`src/hw/plps_consts.svh`:
```
/*
  Offsets, field positions, reset values and bus codes of the port pin
  configuration block. Assumes a 32-bit AXI4-Lite register bus.
*/
`ifndef PLPS_CONSTS_SVH
`define PLPS_CONSTS_SVH

// ----------------------------------------------------------------------
// register map (byte addresses, one word per port inside a group)
// ----------------------------------------------------------------------
`define PLPS_ADDR_W 8
`define PLPS_GRP_LATCH 4'h0
`define PLPS_GRP_DIR 4'h1
`define PLPS_GRP_IBUF 4'h2
`define PLPS_GRP_OKIND 4'h3
`define PLPS_GRP_PULL 4'h4
`define PLPS_GRP_MISC 4'h5
`define PLPS_IDX_ANALOG 2'h0
`define PLPS_IDX_REDIR 2'h1

// ----------------------------------------------------------------------
// reset values
// ----------------------------------------------------------------------
`define PLPS_RST_LATCH 8'h00
`define PLPS_RST_DIR 8'hff
`define PLPS_RST_IBUF 8'h00
`define PLPS_RST_OKIND 8'h00
`define PLPS_RST_PULL 8'h00
`define PLPS_RST_ANALOG 8'hff
`define PLPS_RST_REDIR 8'h00

// ----------------------------------------------------------------------
// redirection field positions and codes
// ----------------------------------------------------------------------
`define PLPS_TOUT_LSB 2
`define PLPS_TIO_LSB 0
`define PLPS_TOUT_P30 2'h0
`define PLPS_TOUT_P50 2'h1
`define PLPS_TOUT_P00 2'h2
`define PLPS_TIO_P01 2'h0
`define PLPS_TIO_P31 2'h1

// ----------------------------------------------------------------------
// pin indices (port slot * 8 + bit); slots are ports 0, 1, 3, 5
// ----------------------------------------------------------------------
`define PLPS_PIN_P00 0
`define PLPS_PIN_P01 1
`define PLPS_PIN_P30 16
`define PLPS_PIN_P31 17
`define PLPS_PIN_P50 24

// ----------------------------------------------------------------------
// bus answers
// ----------------------------------------------------------------------
`define PLPS_RESP_OKAY 2'h0
`define PLPS_RESP_SLVERR 2'h2

`endif

```
`src/hw/plps_pkg.sv`:
```
/*
  Types of the port pin configuration block.
  Assumes plps_consts.svh for all numeric values.
*/
package plps_pkg;
  // write channel progress of the register slave
  typedef enum logic [1:0] {
    plps_wr_collect,
    plps_wr_answer
  } plps_wr_state_type;
endpackage : plps_pkg

```
`src/hw/plps_port_pins.sv`:
```
/*
  Pin configuration for ports 0, 1, 3 and 5: output latch, direction,
  CMOS/TTL input buffer, push-pull/open-drain output, pull-up enable,
  analog select on port 0 and interval timer pin redirection.
  Assumes pins arrive asynchronously and peripherals share aclk.
*/
`timescale 1ns/1ns
`include "plps_consts.svh"

// Operation
// - ibuf bit 1 selects TTL input buffer
// - okind bit 1 gives open-drain output
// - after reset all pins are inputs, Hi-Z
// - open-drain high data releases line
// - I2C order; input passes in output mode
// - timer output on P00 only for 10B
// - timer I/O on P01 only for 00B
// - redirectable functions move only by redirection
// - analog select 1 analog, resets ones
// - open-drain disconnects internal pull-up
module plps_port_pins
  import plps_pkg::*;
#(
  parameter int PORTS = 4
) (
  input wire logic aclk,
  input wire logic aresetn,
  input wire logic [7:0] s_axi_awaddr,
  input wire logic s_axi_awvalid,
  output logic s_axi_awready,
  input wire logic [31:0] s_axi_wdata,
  input wire logic [3:0] s_axi_wstrb,
  input wire logic s_axi_wvalid,
  output logic s_axi_wready,
  output logic [1:0] s_axi_bresp,
  output logic s_axi_bvalid,
  input wire logic s_axi_bready,
  input wire logic [7:0] s_axi_araddr,
  input wire logic s_axi_arvalid,
  output logic s_axi_arready,
  output logic [31:0] s_axi_rdata,
  output logic [1:0] s_axi_rresp,
  output logic s_axi_rvalid,
  input wire logic s_axi_rready,
  input wire logic [PORTS*8-1:0] pin_in,
  output logic [PORTS*8-1:0] pin_out,
  output logic [PORTS*8-1:0] pin_oe,
  output logic [PORTS*8-1:0] pin_ttl_sel,
  output logic [PORTS*8-1:0] pin_pullup_en,
  output logic [7:0] pin_analog_sel,
  input wire logic serial1_transmit,
  input wire logic interval_timer_output,
  input wire logic interval_timer_io_out,
  input wire logic timer_channel0_output,
  output logic serial1_receive,
  output logic interval_timer_io_in
);

  // the pin map and the register decode are laid out for four ports only
  if (PORTS != 4) begin : g_ports_check
    $error("plps_port_pins serves exactly four ports");
  end

  // ----------------------------------------------------------------------
  // registers
  // ----------------------------------------------------------------------
  logic [7:0] latch [PORTS];
  logic [7:0] direction [PORTS];
  logic [7:0] ibuf [PORTS];
  logic [7:0] okind [PORTS];
  logic [7:0] pull [PORTS];
  logic [7:0] analog_digital_select_port0;
  logic [7:0] function_redirect_control;
  logic [PORTS*8-1:0] pin_meta;
  logic [PORTS*8-1:0] pin_sync;
  plps_wr_state_type wr_state;
  logic aw_got;
  logic w_got;
  logic [7:0] wr_addr;
  logic [7:0] wr_byte;
  logic wr_lane0;
  logic wr_hit;
  logic [31:0] rd_word;
  logic rd_hit;
  logic [1:0] timer_out_route;
  logic [1:0] timer_io_route;
  logic [PORTS*8-1:0] next_pin_out;
  logic [PORTS*8-1:0] next_pin_oe;
  logic [PORTS*8-1:0] next_pin_pullup_en;

  assign timer_out_route =
    function_redirect_control[`PLPS_TOUT_LSB +: 2];
  assign timer_io_route = function_redirect_control[`PLPS_TIO_LSB +: 2];

  // ----------------------------------------------------------------------
  // pin synchroniser: first stage feeds only the second
  // ----------------------------------------------------------------------
  always_ff @(posedge aclk) begin
    if (!aresetn) begin
      pin_meta <= '0;
      pin_sync <= '0;
    end else begin
      pin_meta <= pin_in;
      pin_sync <= pin_meta;
    end
  end

  // ----------------------------------------------------------------------
  // axi4-lite write channel
  // ----------------------------------------------------------------------
  // address and data may arrive in either order; the answer follows both
  always_ff @(posedge aclk) begin
    if (!aresetn) begin
      wr_state <= plps_wr_collect;
      aw_got <= 1'b0;
      w_got <= 1'b0;
      wr_addr <= 8'h00;
      wr_byte <= 8'h00;
      wr_lane0 <= 1'b0;
      s_axi_awready <= 1'b1;
      s_axi_wready <= 1'b1;
      s_axi_bvalid <= 1'b0;
      s_axi_bresp <= `PLPS_RESP_OKAY;
    end else begin
      case (wr_state)
        plps_wr_collect: begin
          if (s_axi_awvalid && s_axi_awready) begin
            aw_got <= 1'b1;
            wr_addr <= s_axi_awaddr;
            s_axi_awready <= 1'b0;
          end
          if (s_axi_wvalid && s_axi_wready) begin
            w_got <= 1'b1;
            wr_byte <= s_axi_wdata[7:0];
            wr_lane0 <= s_axi_wstrb[0];
            s_axi_wready <= 1'b0;
          end
          if (aw_got && w_got) begin
            s_axi_bvalid <= 1'b1;
            s_axi_bresp <= wr_hit ? `PLPS_RESP_OKAY : `PLPS_RESP_SLVERR;
            wr_state <= plps_wr_answer;
          end
        end
        plps_wr_answer: begin
          if (s_axi_bready) begin
            s_axi_bvalid <= 1'b0;
            aw_got <= 1'b0;
            w_got <= 1'b0;
            s_axi_awready <= 1'b1;
            s_axi_wready <= 1'b1;
            wr_state <= plps_wr_collect;
          end
        end
        default: begin
          wr_state <= plps_wr_collect;
        end
      endcase
    end
  end

  assign wr_hit = (wr_addr[7:4] <= `PLPS_GRP_PULL) ||
    (wr_addr[7:4] == `PLPS_GRP_MISC && !wr_addr[3]);

  // ----------------------------------------------------------------------
  // register writes; only byte lane 0 holds data
  // ----------------------------------------------------------------------
  always_ff @(posedge aclk) begin
    if (!aresetn) begin
      for (int p = 0; p < PORTS; p++) begin
        latch[p] <= `PLPS_RST_LATCH;
        direction[p] <= `PLPS_RST_DIR;
        ibuf[p] <= `PLPS_RST_IBUF;
        okind[p] <= `PLPS_RST_OKIND;
        pull[p] <= `PLPS_RST_PULL;
      end
      analog_digital_select_port0 <= `PLPS_RST_ANALOG;
      function_redirect_control <= `PLPS_RST_REDIR;
    end else if (wr_state == plps_wr_collect && aw_got && w_got &&
                 wr_lane0) begin
      case (wr_addr[7:4])
        `PLPS_GRP_LATCH: latch[wr_addr[3:2]] <= wr_byte;
        `PLPS_GRP_DIR: direction[wr_addr[3:2]] <= wr_byte;
        `PLPS_GRP_IBUF: ibuf[wr_addr[3:2]] <= wr_byte;
        `PLPS_GRP_OKIND: okind[wr_addr[3:2]] <= wr_byte;
        `PLPS_GRP_PULL: pull[wr_addr[3:2]] <= wr_byte;
        `PLPS_GRP_MISC: begin
          if (wr_addr[3:2] == `PLPS_IDX_ANALOG) begin
            analog_digital_select_port0 <= wr_byte;
          end else if (wr_addr[3:2] == `PLPS_IDX_REDIR) begin
            // prohibited code 11b is stored but routes nowhere
            function_redirect_control <= {4'h0, wr_byte[3:0]};
          end
        end
        default: begin
        end
      endcase
    end
  end

  // ----------------------------------------------------------------------
  // axi4-lite read channel
  // ----------------------------------------------------------------------
  // port data reads the pin in input mode and the latch in output mode
  always_comb begin
    rd_word = 32'h0000_0000;
    rd_hit = 1'b1;
    case (s_axi_araddr[7:4])
      `PLPS_GRP_LATCH: begin
        for (int b = 0; b < 8; b++) begin
          rd_word[b] = direction[s_axi_araddr[3:2]][b] ?
            pin_sync[{s_axi_araddr[3:2], 3'(b)}] :
            latch[s_axi_araddr[3:2]][b];
        end
      end
      `PLPS_GRP_DIR: rd_word[7:0] = direction[s_axi_araddr[3:2]];
      `PLPS_GRP_IBUF: rd_word[7:0] = ibuf[s_axi_araddr[3:2]];
      `PLPS_GRP_OKIND: rd_word[7:0] = okind[s_axi_araddr[3:2]];
      `PLPS_GRP_PULL: rd_word[7:0] = pull[s_axi_araddr[3:2]];
      `PLPS_GRP_MISC: begin
        if (s_axi_araddr[3:2] == `PLPS_IDX_ANALOG) begin
          rd_word[7:0] = analog_digital_select_port0;
        end else if (s_axi_araddr[3:2] == `PLPS_IDX_REDIR) begin
          rd_word[7:0] = function_redirect_control;
        end else begin
          rd_hit = 1'b0;
        end
      end
      default: rd_hit = 1'b0;
    endcase
  end

  always_ff @(posedge aclk) begin
    if (!aresetn) begin
      s_axi_arready <= 1'b1;
      s_axi_rvalid <= 1'b0;
      s_axi_rdata <= 32'h0000_0000;
      s_axi_rresp <= `PLPS_RESP_OKAY;
    end else if (s_axi_arvalid && s_axi_arready) begin
      s_axi_arready <= 1'b0;
      s_axi_rvalid <= 1'b1;
      s_axi_rdata <= rd_word;
      s_axi_rresp <= rd_hit ? `PLPS_RESP_OKAY : `PLPS_RESP_SLVERR;
    end else if (s_axi_rvalid && s_axi_rready) begin
      s_axi_rvalid <= 1'b0;
      s_axi_arready <= 1'b1;
    end
  end

  // ----------------------------------------------------------------------
  // per-pin drive: data source, driver kind, pull-up
  // ----------------------------------------------------------------------
  for (genvar g = 0; g < PORTS * 8; g++) begin : g_pin
    logic alt_or;
    logic data;
    logic analog;
    logic drive;
    // redirectable timer signals join only their selected pin
    always_comb begin
      alt_or = 1'b0;
      if (g == `PLPS_PIN_P00) begin
        alt_or = (timer_out_route == `PLPS_TOUT_P00) &
          interval_timer_output;
      end else if (g == `PLPS_PIN_P30) begin
        alt_or = (timer_out_route == `PLPS_TOUT_P30) &
          interval_timer_output;
      end else if (g == `PLPS_PIN_P50) begin
        alt_or = (timer_out_route == `PLPS_TOUT_P50) &
          interval_timer_output;
      end else if (g == `PLPS_PIN_P01) begin
        alt_or = timer_channel0_output |
          ((timer_io_route == `PLPS_TIO_P01) &
           interval_timer_io_out);
      end else if (g == `PLPS_PIN_P31) begin
        alt_or = (timer_io_route == `PLPS_TIO_P31) &
          interval_timer_io_out;
      end
    end
    // serial transmit gates P00, so it idles high while the timer drives
    assign data = (g == `PLPS_PIN_P00) ?
      ((latch[g/8][g%8] | alt_or) & serial1_transmit) :
      (latch[g/8][g%8] | alt_or);
    assign analog = (g < 8) && analog_digital_select_port0[g%8];
    assign drive = !direction[g/8][g%8] && !analog;
    always_comb begin
      if (okind[g/8][g%8]) begin
        // open-drain: only ever pulls low, a high releases the line
        next_pin_out[g] = 1'b0;
        next_pin_oe[g] = drive && !data;
      end else begin
        next_pin_out[g] = data;
        next_pin_oe[g] = drive;
      end
      next_pin_pullup_en[g] = pull[g/8][g%8] && !okind[g/8][g%8];
    end
  end

  // ----------------------------------------------------------------------
  // registered pad controls and peripheral inputs
  // ----------------------------------------------------------------------
  always_ff @(posedge aclk) begin
    if (!aresetn) begin
      pin_out <= '0;
      pin_oe <= '0;
      pin_pullup_en <= '0;
      pin_ttl_sel <= '0;
      pin_analog_sel <= `PLPS_RST_ANALOG;
      serial1_receive <= 1'b0;
      interval_timer_io_in <= 1'b0;
    end else begin
      pin_out <= next_pin_out;
      pin_oe <= next_pin_oe;
      pin_pullup_en <= next_pin_pullup_en;
      for (int p = 0; p < PORTS; p++) begin
        pin_ttl_sel[p*8 +: 8] <= ibuf[p];
      end
      pin_analog_sel <= analog_digital_select_port0;
      // input path stays live in output mode for open-drain i2c
      serial1_receive <= pin_sync[`PLPS_PIN_P01];
      interval_timer_io_in <=
        (timer_io_route == `PLPS_TIO_P01) ? pin_sync[`PLPS_PIN_P01] :
        (timer_io_route == `PLPS_TIO_P31) ? pin_sync[`PLPS_PIN_P31] :
        1'b0;
    end
  end
endmodule : plps_port_pins

```
`config.mk`:
```
export PLATFORM = sky130hd
export DESIGN_NAME = plps_port_pins
export DESIGN_NICKNAME = d
export VERILOG_FILES = /design/src/hw/plps_pkg.sv /design/src/hw/plps_port_pins.sv
export VERILOG_INCLUDE_DIRS = /design/src /design/src/hw
export SDC_FILE = /design/constraint.sdc
export NUM_CORES = 1
export LEC_CHECK = 0
export ABC_AREA = 1
export BUFFER_PORTS_ARGS = -buffer_cell sky130_fd_sc_hd__buf_2
export CAP_MARGIN = 10
export CORE_MARGIN = 2
export CORE_UTILIZATION = 55
export CTS_CLUSTER_DIAMETER = 200
export CTS_CLUSTER_SIZE = 25
export DETAILED_ROUTE_END_ITERATION = 7
export GPL_TIMING_DRIVEN = 0
export PLACE_DENSITY = 0.88
export SETUP_SLACK_MARGIN = 0.05
export SLEW_MARGIN = 20
export SYNTH_ARGS = -nofsm -noshare
export SYNTH_HDL_FRONTEND = slang
export SYNTH_SLANG_ARGS = --single-unit
```
`constraint.sdc`:
```
create_clock -name aclk -period 2.7 [get_ports aclk]
set_input_delay 0.405 -clock aclk [delete_from_list [all_inputs] [get_ports aclk]]
set_output_delay 0.405 -clock aclk [all_outputs]
set_load 0.03 [all_outputs]
```
==> impl_metrics.toml <==
[run_status]
run_status = "completed"

[critical_path]
critical_path.max_fanout = 10
rr_endpoint = "latch[0][1]"
r2r_cells = 3
rr_startpoint = "wr_addr[2]"
start_kind = "register"
critical_path_class = "register to register"
r2r_slack_ps = 170
worstSetupEndpointType = "register"
crit_arrival_ps = 2690
cp_data_required_time_ps = 2860

[power_and_ir_drop]
combPwrFrac_pct = 10.5
vdd_ir_drop_max_uv = 720
power.switching_fraction_pct = 26.4
net_load_switching_power_w = 0.00299
power.leakage_nw = 8.56
power.density_nw_per_um2 = 635
clock_power_share_pct = 30.6
intPower_w = 0.00831
pwr-share-seq_pct = 59.0

[finish]
layout.core_utilization_pct = 64.0
multi_input_comb_area_um2 = 4380
sequential_cell_area_um2 = 9730
fill_cells = 2318
area_growth_from_synthesis_to_final_layout_pct = 14.4
finish.net_count = 2115
antenna_cells = 0
layout.cells.non_filler = 2411
post_route_cells_drive_above_1_share_pct = 16.3

[clocking]
cts_tree = "built"
cts_hold_buffers = 0
htree_num_levels = 1
cts_num_sinks = 406
cts.repair.resized = 0
clkSlewWorstSetupHoldPaths_ps = 100
clk_path_buf_depth = 3
numCtsBuffers = 20
cts.root.buffer_cell = "clkbuf_16"
cts_post_setup_buffers_inserted = 0
clkLatencyLatePin_ps = 550

[synthesis]
synth-warning-count = 0
synth.area.mux_share_pct = 0
synth-compound-area-share_pct = 5.19
synth_fa_ha_area_share_pct = 0
post-synth-top-area-cell = "dfxtp_1"
synth_sequential_area_ratio_pct = 62.6
synth.top_cells.by_count = "nand2_1, dfxtp_1, inv_1"
synth-simple-area-share_pct = 22.3
synth_xor_xnor_area_share_pct = 0
synth_edf_count = 160
post_synth_main_area_contributors = "dfxtp_1, edfxtp_1, nand2_1"
postSynthAreaPerCell_um2 = 8.85
yosysMostFrequentCell = "nand2_1"
synth_async_sr_flop_share_pct = 0
synthesis_stage_register_bit_count = 406
postSynth.topFlopCell = "dfxtp_1"
largest_family_of_logic_cells_by_synthesized_area = "simple AND/OR/NAND/NOR gates"
synth.lib_cells_used.distinct = 30
netlist_area_um2 = 15600
area_share_of_the_leading_cell_type_in_the_synthesized_netlist_pct = 31.7
netlist_instances = 1758

[timing]
slew_violations = 0
timing.final.hold_violations = 0
timing_worst_slew_pin_value_ps = 1100
tns_ps = 0
relSlewSlack_pct = 25.6
fmax_mhz = 396
setup_violations = 0
post-route-min-period_ps = 2530
finalClockSkew_ps = 29.6
hold-worst-slack_ps = 44.5
finalCritPeriodShare_pct = 93.5
rsz0062_at_grt = "false"
worst_slack_ps = 175

[detailed_routing]
routed-wl-met2_um = 22700
num_vias = 13200
met3_wirelength_um = 7330
drtPass1Iterations = 5
detail_route.vias_per_cell = 5.47
first_iter_violations = 1901
detail-route-antenna-nets = 0
wl_met1_um = 19800
detail_route.wl_per_cell_um = 21.6
remaining_drc_errors = 0
routed.top_layer = "met4"
routed_wirelength_um = 52200

[die]
floorplan.initialDensity_pct = 56.0
chipHeight_um = 172
io-pin-count = 274
die_width_um = 172
placementRows = 61
core_area_um2 = 27800
die_area_um2 = 29600

[min_path]
hp-start = "pin_in[12]"
whs_endpoint = "pin_meta[12]"
hold_class = "input port to register"
worstHoldPathCells = 3

[placement]
dp_slack_ps = 75.4
dp.final_hpwl_um = 39900
numPlacedInstances = 2376
port_buffers = 214
place_congestion = 1.05

[global_route]
grt_antenna_before_repair = 0
grt_pass1_wl_um = 74100
grt_max_degree = 27
vias_in_the_first_global_route = 12200
global_route_overflow = 0
grt_usage_pct = 34.8

[flow_run]
cap_violations = 0
## placed cells by master (no fill, tap or decap), types with 2 or more instances in the layout
cell type  synthesis  final
clkinv_1          10     10
and3_1             7      7
nand2_2            2      2
nor3_1            43     43
nor2_2             5      5
or2_2              5      5
dfxtp_1          246    246
o211ai_1          16     16
o21ai_0           54     36
inv_2             26     26
nor3b_1           16     16
buf_2             19    233
o22ai_1            4      4
inv_1            238    238
nand3_1           90     90
nand2_1          461    461
a211oi_1          29     29
o21ai_1            0     18
a21oi_1           29     29
buf_4             33     34
edfxtp_1         160    160
o31ai_1            2      2
clkbuf_1          44     57
nor3_2             3      3
nor2_1           210    210
conb_1             1     26
clkbuf_16          0     21
## critical path, cell delays in order (launching register included)
cell and delay [ps]:
dfxtp_1 350, nor2_2 340, clkinv_1 530, o21ai_1 910
## flip-flops by register name (all words and copies together) (netlist names), 4 cells and up
signal and count:
wr_addr 6, wr_byte 8, pin_pullup_en 32, s_axi_rdata 8, function_redirect_control 4, latch 32, pull 32, analog_digital_select_port0 8
pin_out 32, direction 32, pin_meta 32, pin_sync 32, ibuf 32, pin_ttl_sel 32, pin_oe 32, okind 32
pin_analog_sel 8
## metrics by stage
step / area, um2 / total power (W)
2_1_floorplan: 15600 / 0.00747
3_3_place_gp: 17200 / 0.00791
3_5_place_dp: 17200 / 0.00794
4_1_cts: 17800 / 0.0112
5_1_grt: 17800 / 0.0116
6_report: 17800 / 0.0113
## cell families (layout without fill, tap and decap cells)
| group | after synthesis | after routing |
|---|---|---|
| AND/OR/NAND/NOR | 844 | 844 |
| AO/OA/AOI/OAI | 136 | 136 |
| buffers and inverters | 371 | 621 |
| other | 1 | 26 |
| flip-flops | 406 | 406 |
## power groups by stage
stage          sequential, W  combinational [W]  clock, W
6_report             0.00666            0.00118   0.00345
5_1_grt              0.00668            0.00126   0.00362
4_1_cts              0.00666            0.00115   0.00342
3_5_place_dp         0.00680            0.00114         0
3_3_place_gp         0.00679            0.00112         0
2_1_floorplan        0.00688           0.000589         0
## routing by layer
layer,GRT usage [%],vias up
met5,0,-
met4,14.8,0
met3,8.70,157
met2,53.0,958
met1,47.7,6108
li1,-,5963
## how the worst max path moves through the flow
stage                     cells after the start           to         start  slack (ps)
after floorplan                               5  okind[0][0]  s_axi_bvalid         770
after global placement                        3  latch[0][1]    wr_addr[2]         -20
after detailed placement                      3  okind[0][2]    wr_addr[2]          80
after CTS                                     3  okind[0][2]    wr_addr[2]          60
after global routing                          3  latch[0][1]    wr_addr[2]          60
final                                         3  latch[0][1]    wr_addr[2]         170
## final cells by class
| cell class | count | share of cell area (%) |
|---|---|---|
| timing repair buffer | 215 | 6.06 |
| clock inverter | 1 | 0.113 |
| clock buffer | 34 | 3.23 |
| multi-input combinational | 1006 | 24.6 |
| inverter | 274 | 5.78 |
| tap | 378 | 2.66 |
| buffer | 97 | 2.88 |
| sequential | 406 | 54.7 |
No activity file was read; power rests on OpenSTA's default activity.
